## src/sysref_request_control_regs.svh

```systemverilog
/*
 holds the register offsets, field positions, reset values and codes of the
 request control block. assumes it is included by its bare name.
*/
`ifndef SYSREF_REQUEST_CONTROL_REGS_SVH
`define SYSREF_REQUEST_CONTROL_REGS_SVH
`define CTRL_INDEX 4'hf
`define CTRL_ADDR 8'h3c
`define MODE_ADDR 8'h40
`define STATUS_ADDR 8'h44
`define CTRL_RESET 16'h0901
`define CTRL_WMASK 16'h0fff
`define PRE_HI 11
`define PRE_LO 10
`define RSV_HI 9
`define RSV_LO 8
`define EN_BIT 7
`define TAPS_HI 6
`define TAPS_LO 1
`define CLR_BIT 0
`define PRE_DIV1 2'h0
`define PRE_DIV2 2'h1
`define PRE_DIV4 2'h2
`define PIN_SYNC 1'h0
`define PIN_REQ 1'h1
`define MODE_RESET 8'h02
`define MODE_LATCH_BIT 0
`define MODE_PIN_BIT 1
`define MODE_SYNCEN_BIT 2
`define MODE_REPEAT_BIT 3
`define MODE_SOFT_BIT 4
`define TAP_MAX 6'h3f
`define RESP_OKAY 2'h0
`define RESP_SLVERR 2'h2
`endif

```

## src/sysref_request_control_pkg.sv

```systemverilog
/*
 holds the types shared by the request control files.
 assumes nothing beyond a systemverilog compiler.
*/
package sysref_request_control_pkg;
  typedef struct packed {
    logic [1:0] prescaler_select;
    logic [1:0] reserved_field;
    logic subsystem_enable;
    logic [5:0] request_delay_taps;
    logic request_clear;
  } ctrl_type;
  typedef struct packed {
    logic subsystem_on;
    logic sync_path_on;
    logic capture_on;
  } enables_type;
endpackage

```

## src/prescaler_divider.sv

```systemverilog
/*
 holds the pre-divider: a toggling counter giving div 1, 2 or 4 enables.
 assumes reserved code 3 is treated as divide by 4.
*/
`timescale 1ns/1ps
`include "sysref_request_control_regs.svh"
module prescaler_divider
(
  input wire logic clk,
  input wire logic resetn,
  input wire logic clear,
  input wire logic enable,
  input wire logic [1:0] sel,
  output logic tick
);
  logic [1:0] count_reg;
  always_ff @(posedge clk or negedge resetn)
  begin
    if (!resetn)
      count_reg <= 2'h0;
    else if (clear || !enable)
      count_reg <= 2'h0;
    else
      count_reg <= count_reg + 2'h1;
  end
  always_comb
  begin
    case (sel)
      `PRE_DIV1: tick = enable;
      `PRE_DIV2: tick = enable && count_reg[0];
      default: tick = enable && (count_reg == 2'h3);
    endcase
  end
endmodule

```

## src/request_delay_line.sv

```systemverilog
/*
 holds a tap delay line: the request is delayed by taps clock cycles.
 assumes taps in unit steps of one clock; clear empties the line.
*/
`timescale 1ns/1ps
`include "sysref_request_control_regs.svh"
module request_delay_line
(
  input wire logic clk,
  input wire logic resetn,
  input wire logic clear,
  input wire logic [5:0] taps,
  input wire logic din,
  output logic dout
);
  logic [63:0] line_reg;
  always_ff @(posedge clk or negedge resetn)
  begin
    if (!resetn)
      line_reg <= 64'h0;
    else if (clear)
      line_reg <= 64'h0;
    else
      line_reg <= {line_reg[62:0], din};
  end
  // tap zero passes straight through
  always_comb
  begin
    if (taps == 6'h0)
      dout = din;
    else
      dout = line_reg[taps - 6'h1];
  end
endmodule

```

## src/sysref_request_control.sv

```systemverilog
/*
 holds the request control register bank with its axi4-lite slave, the
 request path, the subsystem enables and the pre-divider tick.
 assumes request_pin is asynchronous and a 25 MHz clock; one access of
 each kind at a time.
*/
// Function
// - control register at offset 0xf, resets to 0x0901
// - bits 11:10 select divide 1, 2, 4; code 3 reserved; reset 0x2
// - bit 7 enables sysref, and sync too in sync pin function
// - enable low disables sysref, and sync and capture unless sync path enable set
// - sync path enable keeps sync path and capture alive regardless
// - bits 6:1 delay the request by taps times unit step
// - in repeater mode delay taps delay the repeated sysref
// - clear bit resets latch, divider retimers and capture flops
// - clear set forces internal request low except in repeater mode
// - pin function 0 is sync input, 1 is sysref request input
// - latch holds request high after first rising edge until clear or until the request path is switched off
`timescale 1ns/1ps
`include "sysref_request_control_regs.svh"
module sysref_request_control
(
  input wire logic clk,
  input wire logic resetn,
  input wire logic [7:0] s_axi_awaddr,
  input wire logic s_axi_awvalid,
  output logic s_axi_awready,
  input wire logic [31:0] s_axi_wdata,
  input wire logic [3:0] s_axi_wstrb,
  input wire logic s_axi_wvalid,
  output logic s_axi_wready,
  output logic [1:0] s_axi_bresp,
  output logic s_axi_bvalid,
  input wire logic s_axi_bready,
  input wire logic [7:0] s_axi_araddr,
  input wire logic s_axi_arvalid,
  output logic s_axi_arready,
  output logic [31:0] s_axi_rdata,
  output logic [1:0] s_axi_rresp,
  output logic s_axi_rvalid,
  input wire logic s_axi_rready,
  input wire logic request_pin,
  output logic request_out,
  output logic prescaler_tick,
  output sysref_request_control_pkg::enables_type enables,
  output logic retimer_clear,
  output logic capture_clear
);
  import sysref_request_control_pkg::*;

  typedef enum logic [1:0]
  {
    wr_idle_type = 2'b00,
    wr_resp_type = 2'b01
  } wr_state_type;

  ctrl_type ctrl_reg;
  logic [7:0] mode_reg;
  wr_state_type wr_state_reg;
  logic aw_held_reg;
  logic w_held_reg;
  logic [7:0] awaddr_reg;
  logic [31:0] wdata_reg;
  logic [3:0] wstrb_reg;
  logic [1:0] pin_sync_reg;
  logic pin_prev_reg;
  logic latch_reg;
  logic delayed;
  logic tick;
  logic do_write;
  logic [15:0] ctrl_word;
  logic [15:0] ctrl_next;
  logic sync_mode;
  logic repeat_mode;
  logic path_on;
  logic raw_req;
  logic req_next;
  enables_type enables_next;

  assign ctrl_word = {4'h0, ctrl_reg};
  assign sync_mode = (mode_reg[`MODE_PIN_BIT] == `PIN_SYNC);
  assign repeat_mode = mode_reg[`MODE_REPEAT_BIT];
  // a word is written only once both halves were taken with their ready
  assign do_write = (wr_state_reg == wr_idle_type) &&
    aw_held_reg && w_held_reg;

  // write address and data may arrive in either order
  always_ff @(posedge clk or negedge resetn)
  begin
    if (!resetn)
    begin
      aw_held_reg <= 1'b0;
      awaddr_reg <= 8'h0;
    end
    else if (do_write)
      aw_held_reg <= 1'b0;
    else if (s_axi_awvalid && s_axi_awready)
    begin
      aw_held_reg <= 1'b1;
      awaddr_reg <= s_axi_awaddr;
    end
  end

  always_ff @(posedge clk or negedge resetn)
  begin
    if (!resetn)
    begin
      w_held_reg <= 1'b0;
      wdata_reg <= 32'h0;
      wstrb_reg <= 4'h0;
    end
    else if (do_write)
      w_held_reg <= 1'b0;
    else if (s_axi_wvalid && s_axi_wready)
    begin
      w_held_reg <= 1'b1;
      wdata_reg <= s_axi_wdata;
      wstrb_reg <= s_axi_wstrb;
    end
  end

  // ready stays low while a word is held or a response is pending
  always_ff @(posedge clk or negedge resetn)
  begin
    if (!resetn)
    begin
      s_axi_awready <= 1'b0;
      s_axi_wready <= 1'b0;
    end
    else
    begin
      s_axi_awready <= !s_axi_awready && !aw_held_reg && !do_write &&
        (wr_state_reg == wr_idle_type) && s_axi_awvalid;
      s_axi_wready <= !s_axi_wready && !w_held_reg && !do_write &&
        (wr_state_reg == wr_idle_type) && s_axi_wvalid;
    end
  end

  logic [7:0] wa;
  logic [31:0] wd;
  logic [3:0] ws;
  assign wa = awaddr_reg;
  assign wd = wdata_reg;
  assign ws = wstrb_reg;

  // byte-lane merge; bits 15:12 are never stored
  always_comb
  begin
    ctrl_next = ctrl_word;
    if (ws[0])
      ctrl_next[7:0] = wd[7:0];
    if (ws[1])
      ctrl_next[15:8] = wd[15:8];
    ctrl_next = ctrl_next & `CTRL_WMASK;
  end

  always_ff @(posedge clk or negedge resetn)
  begin
    if (!resetn)
      ctrl_reg <= 12'(`CTRL_RESET);
    else if (do_write && (wa == `CTRL_ADDR))
      ctrl_reg <= ctrl_next[11:0];
  end

  always_ff @(posedge clk or negedge resetn)
  begin
    if (!resetn)
      mode_reg <= `MODE_RESET;
    else if (do_write && (wa == `MODE_ADDR) && ws[0])
      mode_reg <= {3'h0, wd[4:0]};
  end

  always_ff @(posedge clk or negedge resetn)
  begin
    if (!resetn)
    begin
      wr_state_reg <= wr_idle_type;
      s_axi_bvalid <= 1'b0;
      s_axi_bresp <= `RESP_OKAY;
    end
    else if (do_write)
    begin
      wr_state_reg <= wr_resp_type;
      s_axi_bvalid <= 1'b1;
      s_axi_bresp <= ((wa == `CTRL_ADDR) || (wa == `MODE_ADDR) ||
        (wa == `STATUS_ADDR)) ? `RESP_OKAY : `RESP_SLVERR;
    end
    else if (s_axi_bvalid && s_axi_bready)
    begin
      wr_state_reg <= wr_idle_type;
      s_axi_bvalid <= 1'b0;
    end
  end

  // read: arready pulses one cycle, data follows on the next edge
  always_ff @(posedge clk or negedge resetn)
  begin
    if (!resetn)
    begin
      s_axi_arready <= 1'b0;
      s_axi_rvalid <= 1'b0;
      s_axi_rdata <= 32'h0;
      s_axi_rresp <= `RESP_OKAY;
    end
    else if (s_axi_arvalid && s_axi_arready)
    begin
      s_axi_arready <= 1'b0;
      s_axi_rvalid <= 1'b1;
      s_axi_rresp <= `RESP_OKAY;
      case (s_axi_araddr)
        `CTRL_ADDR: s_axi_rdata <= {16'h0, ctrl_word};
        `MODE_ADDR: s_axi_rdata <= {24'h0, mode_reg};
        `STATUS_ADDR: s_axi_rdata <= {27'h0, latch_reg, request_out,
          enables};
        default:
        begin
          s_axi_rdata <= 32'h0;
          s_axi_rresp <= `RESP_SLVERR;
        end
      endcase
    end
    else if (s_axi_rvalid)
    begin
      if (s_axi_rready)
        s_axi_rvalid <= 1'b0;
    end
    else
      s_axi_arready <= s_axi_arvalid;
  end

  // subsystem enables
  always_comb
  begin
    enables_next.subsystem_on = ctrl_reg.subsystem_enable;
    enables_next.sync_path_on = (ctrl_reg.subsystem_enable && sync_mode) ||
      mode_reg[`MODE_SYNCEN_BIT];
    enables_next.capture_on = ctrl_reg.subsystem_enable ||
      mode_reg[`MODE_SYNCEN_BIT];
  end
  assign path_on = enables_next.subsystem_on || enables_next.sync_path_on;

  // two flops before the pin is looked at
  always_ff @(posedge clk or negedge resetn)
  begin
    if (!resetn)
      pin_sync_reg <= 2'h0;
    else
      pin_sync_reg <= {pin_sync_reg[0], request_pin};
  end

  always_ff @(posedge clk or negedge resetn)
  begin
    if (!resetn)
      pin_prev_reg <= 1'b0;
    else
      pin_prev_reg <= delayed;
  end

  // the edge is detected after the delay so taps shift the latch moment
  request_delay_line u_request_delay_line
  (
    .clk(clk),
    .resetn(resetn),
    .clear(ctrl_reg.request_clear && !repeat_mode),
    .taps(ctrl_reg.request_delay_taps),
    .din(pin_sync_reg[1] || mode_reg[`MODE_SOFT_BIT]),
    .dout(delayed)
  );

  always_ff @(posedge clk or negedge resetn)
  begin
    if (!resetn)
      latch_reg <= 1'b0;
    else if (ctrl_reg.request_clear || !path_on)
      latch_reg <= 1'b0;
    // rising edge only: a level already high at enable is not latched
    else if (mode_reg[`MODE_LATCH_BIT] && delayed && !pin_prev_reg)
      latch_reg <= 1'b1;
  end

  always_comb
  begin
    raw_req = mode_reg[`MODE_LATCH_BIT] ? (latch_reg || delayed) : delayed;
    if (!path_on)
      req_next = 1'b0;
    else if (ctrl_reg.request_clear && !repeat_mode)
      req_next = 1'b0;
    else
      req_next = raw_req;
  end

  prescaler_divider u_prescaler_divider
  (
    .clk(clk),
    .resetn(resetn),
    .clear(ctrl_reg.request_clear),
    .enable(enables_next.subsystem_on),
    .sel(ctrl_reg.prescaler_select),
    .tick(tick)
  );

  always_ff @(posedge clk or negedge resetn)
  begin
    if (!resetn)
    begin
      request_out <= 1'b0;
      prescaler_tick <= 1'b0;
      enables <= '0;
      retimer_clear <= 1'b1;
      capture_clear <= 1'b1;
    end
    else
    begin
      request_out <= req_next;
      prescaler_tick <= tick;
      enables <= enables_next;
      retimer_clear <= ctrl_reg.request_clear;
      capture_clear <= ctrl_reg.request_clear || !enables_next.capture_on;
    end
  end
endmodule

```

## config.mk

```make
export PLATFORM = sky130hd
export DESIGN_NAME = sysref_request_control
export DESIGN_NICKNAME = d
export VERILOG_FILES = /design/src/sysref_request_control_pkg.sv /design/src/prescaler_divider.sv /design/src/request_delay_line.sv /design/src/sysref_request_control.sv
export VERILOG_INCLUDE_DIRS = /design/src
export SDC_FILE = /design/constraint.sdc
export NUM_CORES = 1
export LEC_CHECK = 0
export BUFFER_PORTS_ARGS = -buffer_cell sky130_fd_sc_hd__buf_4
export CAP_MARGIN = 0
export CORE_MARGIN = 2
export CORE_UTILIZATION = 30
export CTS_CLUSTER_DIAMETER = 50
export DETAILED_ROUTE_END_ITERATION = 10
export PLACE_DENSITY_LB_ADDON = 0.05
export SYNTH_ARGS = -nofsm -noshare
export SYNTH_HDL_FRONTEND = slang
export SYNTH_SLANG_ARGS = --single-unit
```

## constraint.sdc

```tcl
create_clock -name clk -period 8.5 [get_ports clk]
set_input_delay 1.275 -clock clk [delete_from_list [all_inputs] [get_ports clk]]
set_output_delay 1.275 -clock clk [all_outputs]
set_load 0.02 [all_outputs]
```

==> impl_metrics.yaml, run 1 <==
timing:
  timing.final.crit_share_pct: 39.1
  max_slew_margin_pct: 34.6
  slew_viol_final: 0
  worst_pin_slew_ns: 0.982
  max_freq_mhz: 301
  setup_tns_ns: 0
  finalSetupViolCount: 0
  rsz0062_at_grt: "false"
  setup_ws_ns: 5.18
  finClkSkew_ns: 0.00843
  hold_violations: 0
  timing.final.crit_period_ns: 3.32
pwr:
  power.density_mw_per_mm2: 283
  seqPwrFrac_pct: 44.7
  p_comb_share_pct: 16.8
  intPower_uw: 1500
  power.switching_uw: 525
  switching_share_pct: 25.9
  power_leakage_uw: 0.00324
  ir_drop_mv: 0.139
  clkPwrFrac_pct: 38.5
route:
  wl_mm: 12.2
  highest_layer: "met4"
  vias: 3511
  route.met3.wl_um: 533
  post-route-drc-count: 0
  antenna_left: 0
  route.met2.wl_mm: 5.41
  wire_per_inst_um: 15.3
  wl_met1_mm: 6.00
  vias_per_cell: 4.42
  drtIter0Drc: 213
  first_pass_iters: 4
global_routing:
  overflow: 0
  grt_pass1_wl_mm: 19.7
  grt_pass1_vias: 3549
  grt_max_degree: 78
  grt_use_total_pct: 12.7
  antenna_found_initial: 0
cts:
  cts_root_buffer: "clkbuf_16"
  clk_latency_ns: 0.42
  clock-sinks: 137
  cts_made_buffers: 17
  cts_tree: "yes"
  post_cts_resize_count: 0
  ctsHoldBuffers: 0
  path_clk_slew_ns: 0.06
  htree_levels: 4
  postCtsSetupRepairBufs: 0
  max-clock-path-buffers: 2
placement:
  place_ws_ns: 5.10
  dpl.hpwl_mm: 8.03
  dpl_cell_area_mm2: 0.00653
  place.gp.congestion: 0.805
  dp_cells: 762
  port_buffers: 63
yosys:
  postSynthCellCount: 454
  ys_seq_area_share_pct: 58.4
  syn_area_mm2: 0.00588
  synth_async_sr_flop_share_pct: 100
  netlist_top_cells_area: "dfrtp_1, mux2_2, and2_1, mux4_1, buf_4"
  ys_types: 48
  synth_edf_count: 0
  synth_warnings: 0
  yosys.area.top_type: "dfrtp_1"
  avgSynthCellArea_um2: 13.0
  ys_ff_latch: 137
  synth_top_area_share_pct: 55.7
  synthFlopType: "dfrtp_1"
worst_setup_path:
  reg2reg_from: "ctrl_reg[2]"
  cp_slowest_cell: "ha_1"
  crit_start: "ctrl_reg[2]"
  r2r_slack_ns: 5.18
  end_kind: "flip-flop"
  crit_arrival_ns: 3.62
  worstPathCellList: "inv_1 -> ha_1 -> mux4_1 -> mux2_2 -> and2_1 -> a2111oi_1 -> nor3_1 -> o211a_1"
  required_ns: 8.80
  rr_worst_depth: 8
  slowest_delay_ns: 0.77
  reg2reg_to: "request_out"
  crit_family: "compound AO/OA/AOI/OAI gates"
  start_kind: "flip-flop"
  path_buf_inv: 1
  critical_path_class: "reg2reg"
  cp_max_fo: 16
finish:
  largest_reg_flops: 64
  multi_input_area_mm2: 0.00221
  finalInstanceArea_mm2: 0.00715
  final_common_cell: "dfrtp_1"
  diodes: 0
  fillers: 1907
  most-common-layout-cells: "dfrtp_1, buf_4, and2_1"
  fin_nets: 579
  area.sequential_mm2: 0.00344
  drive_gt1_share_pct: 30.1
  area.growth.synth_to_final_pct: 21.5
  instances_no_fill: 794
floorplanning:
  core_mm2: 0.0193
  dieWidth_um: 144
  die-area_mm2: 0.0207
  die_h_um: 144
  rows: 51
  initial_core_util_pct: 30.4
  ioPinCount: 108
flow_run:
  maxCapViolations: 0
worst_hold_path:
  hold_depth: 0
  worstHoldEndpoint: "pin_sync_reg[1]"
  hold_path.startpoint: "pin_sync_reg[0]"
  worstHoldPathType: "reg2reg"
outcome:
  status: "finished, final reports clean"
## through the flow
stage | utilization, % | total power (µW) | hold WS [ns]
global route | 37.0 | 2140 | 0.383
CTS | 37.0 | 2060 | 0.362
finish | 37.0 | 2020 | 0.363
detailed placement | 33.7 | 1260 | 0.346
floorplan | - | 1150 | 0.331
global placement | 33.7 | 1260 | 0.341
## per-layer routing
layer  track usage [%]  up-vias
met4              5.62        0
met3              3.11       13
met5                 0        -
met1              18.9     1782
li1                  -     1642
met2              17.3       74
## cells in the mapped netlist (all sizes together) (3+ instances only)
| master | instances |
|---|---|
| a21oi | 11 |
| and2 | 65 |
| and3 | 3 |
| buf | 27 |
| clkbuf | 18 |
| dfrtp | 131 |
| dfstp | 6 |
| ha | 3 |
| inv | 11 |
| mux2 | 40 |
| mux2i | 12 |
| mux4 | 16 |
| nand2 | 28 |
| nand2b | 3 |
| nand3 | 4 |
| nor2 | 15 |
| nor3 | 5 |
| nor3b | 4 |
| o21ai | 21 |
## power groups by stage
stage	Clock, µW	Combinational, µW	Sequential [µW]
5_1_grt	832	378	929
4_1_cts	800	349	907
6_report	779	340	905
2_1_floorplan	0	249	898
3_3_place_gp	0	343	915
3_5_place_dp	0	347	916
## how the worst max path moves through the flow
stage | cells after the start | endpoint | slack, ns
2_1_floorplan | 12 | request_out | 5.62
3_3_place_gp | 8 | request_out | 5.11
3_5_place_dp | 8 | request_out | 5.10
4_1_cts | 8 | request_out | 5.07
5_1_grt | 8 | request_out | 4.93
6_report | 8 | request_out | 5.18
## logic make-up after synthesis
family,count (synthesis),synth area share (%)
fa+ha+maj,3,0.638
simple gates,142,13.7
flops,137,58.4
buf+inv,56,5.34
xor+xnor,3,0.894
mux,68,16.4
other cells,1,0.0638
compound gates,44,4.55
## layout make-up
cell class	instances	area share, %
clock inverters	12	2.43
multi-input cells	282	30.9
clock buffers	20	6.25
well taps	265	4.64
repair buffers	67	7.09
flip-flops and latches	137	48.1
inverters	11	0.578
Note: power is estimated with default switching activity, not from simulation.
==> inputs of run 2 (changes only) <==
Clock period 8.5 ns to 3.15 ns, I/O delays scaled along.
==> impl_metrics.yaml, run 2 (same netlist as run 1, synthesis figures left out) <==
worst_setup_path:
  r2r_slack_ns: 0.44
  critical_path.most_common_cell: "buf_4"
  required_ns: 3.45
  crit_arrival_ns: 3.02
  reg2reg_to: "request_out"
  rr_worst_depth: 8
  slowest_delay_ns: 0.58
  cp_slowest_cell: "mux4_1"
  cp_max_fo: 12
  end_kind: "flip-flop"
  worstPathCellList: "buf_4 -> buf_4 -> mux4_1 -> mux2_2 -> a221o_1 -> a211oi_2 -> nor3_1 -> o211a_1"
  critical_path_class: "reg2reg"
  reg2reg_from: "ctrl_reg[1]"
  start_kind: "flip-flop"
global_routing:
  grt_pass1_wl_mm: 19.6
  grt_pass1_vias: 3631
  antenna_found_initial: 0
  grt_use_total_pct: 12.5
  overflow: 0
  grt_max_degree: 89
worst_hold_path:
  worstHoldPathType: "in2async"
cts:
  postCtsSetupRepairBufs: 0
  clock-sinks: 137
  clk_latency_ns: 0.42
  max-clock-path-buffers: 2
  path_clk_slew_ns: 0.06
  htree_levels: 4
  cts_tree: "yes"
  cts_root_buffer: "clkbuf_16"
  post_cts_resize_count: 0
  cts_made_buffers: 17
  ctsHoldBuffers: 0
floorplanning:
  ioPinCount: 108
  rows: 51
  dieWidth_um: 144
  die-area_mm2: 0.0207
  initial_core_util_pct: 30.4
  die_h_um: 144
  core_mm2: 0.0193
timing:
  worst_pin_slew_ns: 0.808
  hold_violations: 0
  rsz0062_at_grt: "false"
  slew_viol_final: 0
  max_freq_mhz: 369
  timing.final.crit_period_ns: 2.71
  timing.final.crit_share_pct: 86.1
  setup_tns_ns: 0
  finClkSkew_ns: 0.00709
  finalSetupViolCount: 0
  max_slew_margin_pct: 46.1
route:
  first_pass_iters: 4
  drtIter0Drc: 133
  vias_per_cell: 4.40
  vias: 3522
  highest_layer: "met4"
  wire_per_inst_um: 15.0
  wl_mm: 12.0
  route.met2.wl_mm: 5.27
  post-route-drc-count: 0
  route.met3.wl_um: 572
  antenna_left: 0
  wl_met1_mm: 5.97
outcome:
  status: "finished, final reports clean"
finish:
  diodes: 0
  largest_reg_flops: 64
  instances_no_fill: 801
  finalInstanceArea_mm2: 0.00725
  final_common_cell: "dfrtp_1"
  final_core_util_pct: 37.5
  most-common-layout-cells: "dfrtp_1, buf_4, and2_1"
  area.growth.synth_to_final_pct: 23.3
  fillers: 1882
  fin_nets: 586
  drive_gt1_share_pct: 31.2
pwr:
  ir_drop_mv: 0.373
  power_leakage_uw: 0.00328
  power.density_mw_per_mm2: 771
  p_total_uw: 5590
placement:
  dp_cells: 769
  dpl.hpwl_mm: 8.13
  dpl_cell_area_mm2: 0.00659
  place.gp.congestion: 0.770
  port_buffers: 63
flow_run:
  maxCapViolations: 0
-- run 2: cell types whose count changed in the layout (fill, tap and decap cells not counted), moves of 2 or more --
cell,previous run,this run
buf_4,66,72
clkinv_2,4,0
clkinvlp_4,1,4
inv_6,1,4
clkinv_4,2,0
-- run 2: how the worst max path moves through the flow --
stage	from	to	slack (ns)	cells after the start
final	ctrl_reg[1]	request_out	0.44	8
after global routing	ctrl_reg[1]	request_out	0.27	9
after CTS	ctrl_reg[1]	request_out	0.38	9
after detailed placement	ctrl_reg[1]	request_out	0.40	9
after global placement	ctrl_reg[1]	request_out	0.38	9
after floorplan	ctrl_reg[1]	request_out	0.27	12
-- run 2: where the power goes --
part | leakage (µW) | switching (µW) | internal, µW
logic | 0.00125 | 418 | 520
clock network | 0.000307 | 775 | 1440
registers | 0.00172 | 249 | 2190
-- run 2: worst max-delay path: cells and delay by family (launching register included) --
kind / cells / cell delay [ns]
mux: 2 / 0.87
buf+inv: 2 / 0.49
simple gates: 1 / 0.09
flops: 1 / 0.35
compound gates: 3 / 0.80
-- run 2: metrics by stage --
step | hold slack [ns] | worst slack, ns
2_1_floorplan | 0.177 | 0.274
3_3_place_gp | 0.341 | 0.383
3_5_place_dp | 0.337 | 0.401
4_1_cts | 0.147 | 0.383
5_1_grt | 0.149 | 0.267
6_report | 0.127 | 0.437
-- run 2: area by class of cell --
type                    instances  area [µm²]  share of cell area [%]
clock buffers                  19         443                    6.11
clock inverters                13         215                    2.97
inverters                      11        41.3                   0.570
multi-input cells             282        2210                    30.5
flip-flops and latches        137        3440                    47.4
well taps                     265         332                    4.57
repair buffers                 74         572                    7.89
-- run 2: per-layer routing --
layer	up-vias	global-route usage [%]
met2	80	18.0
met1	1767	18.1
met5	-	0
met4	0	4.95
li1	1661	-
met3	14	3.01
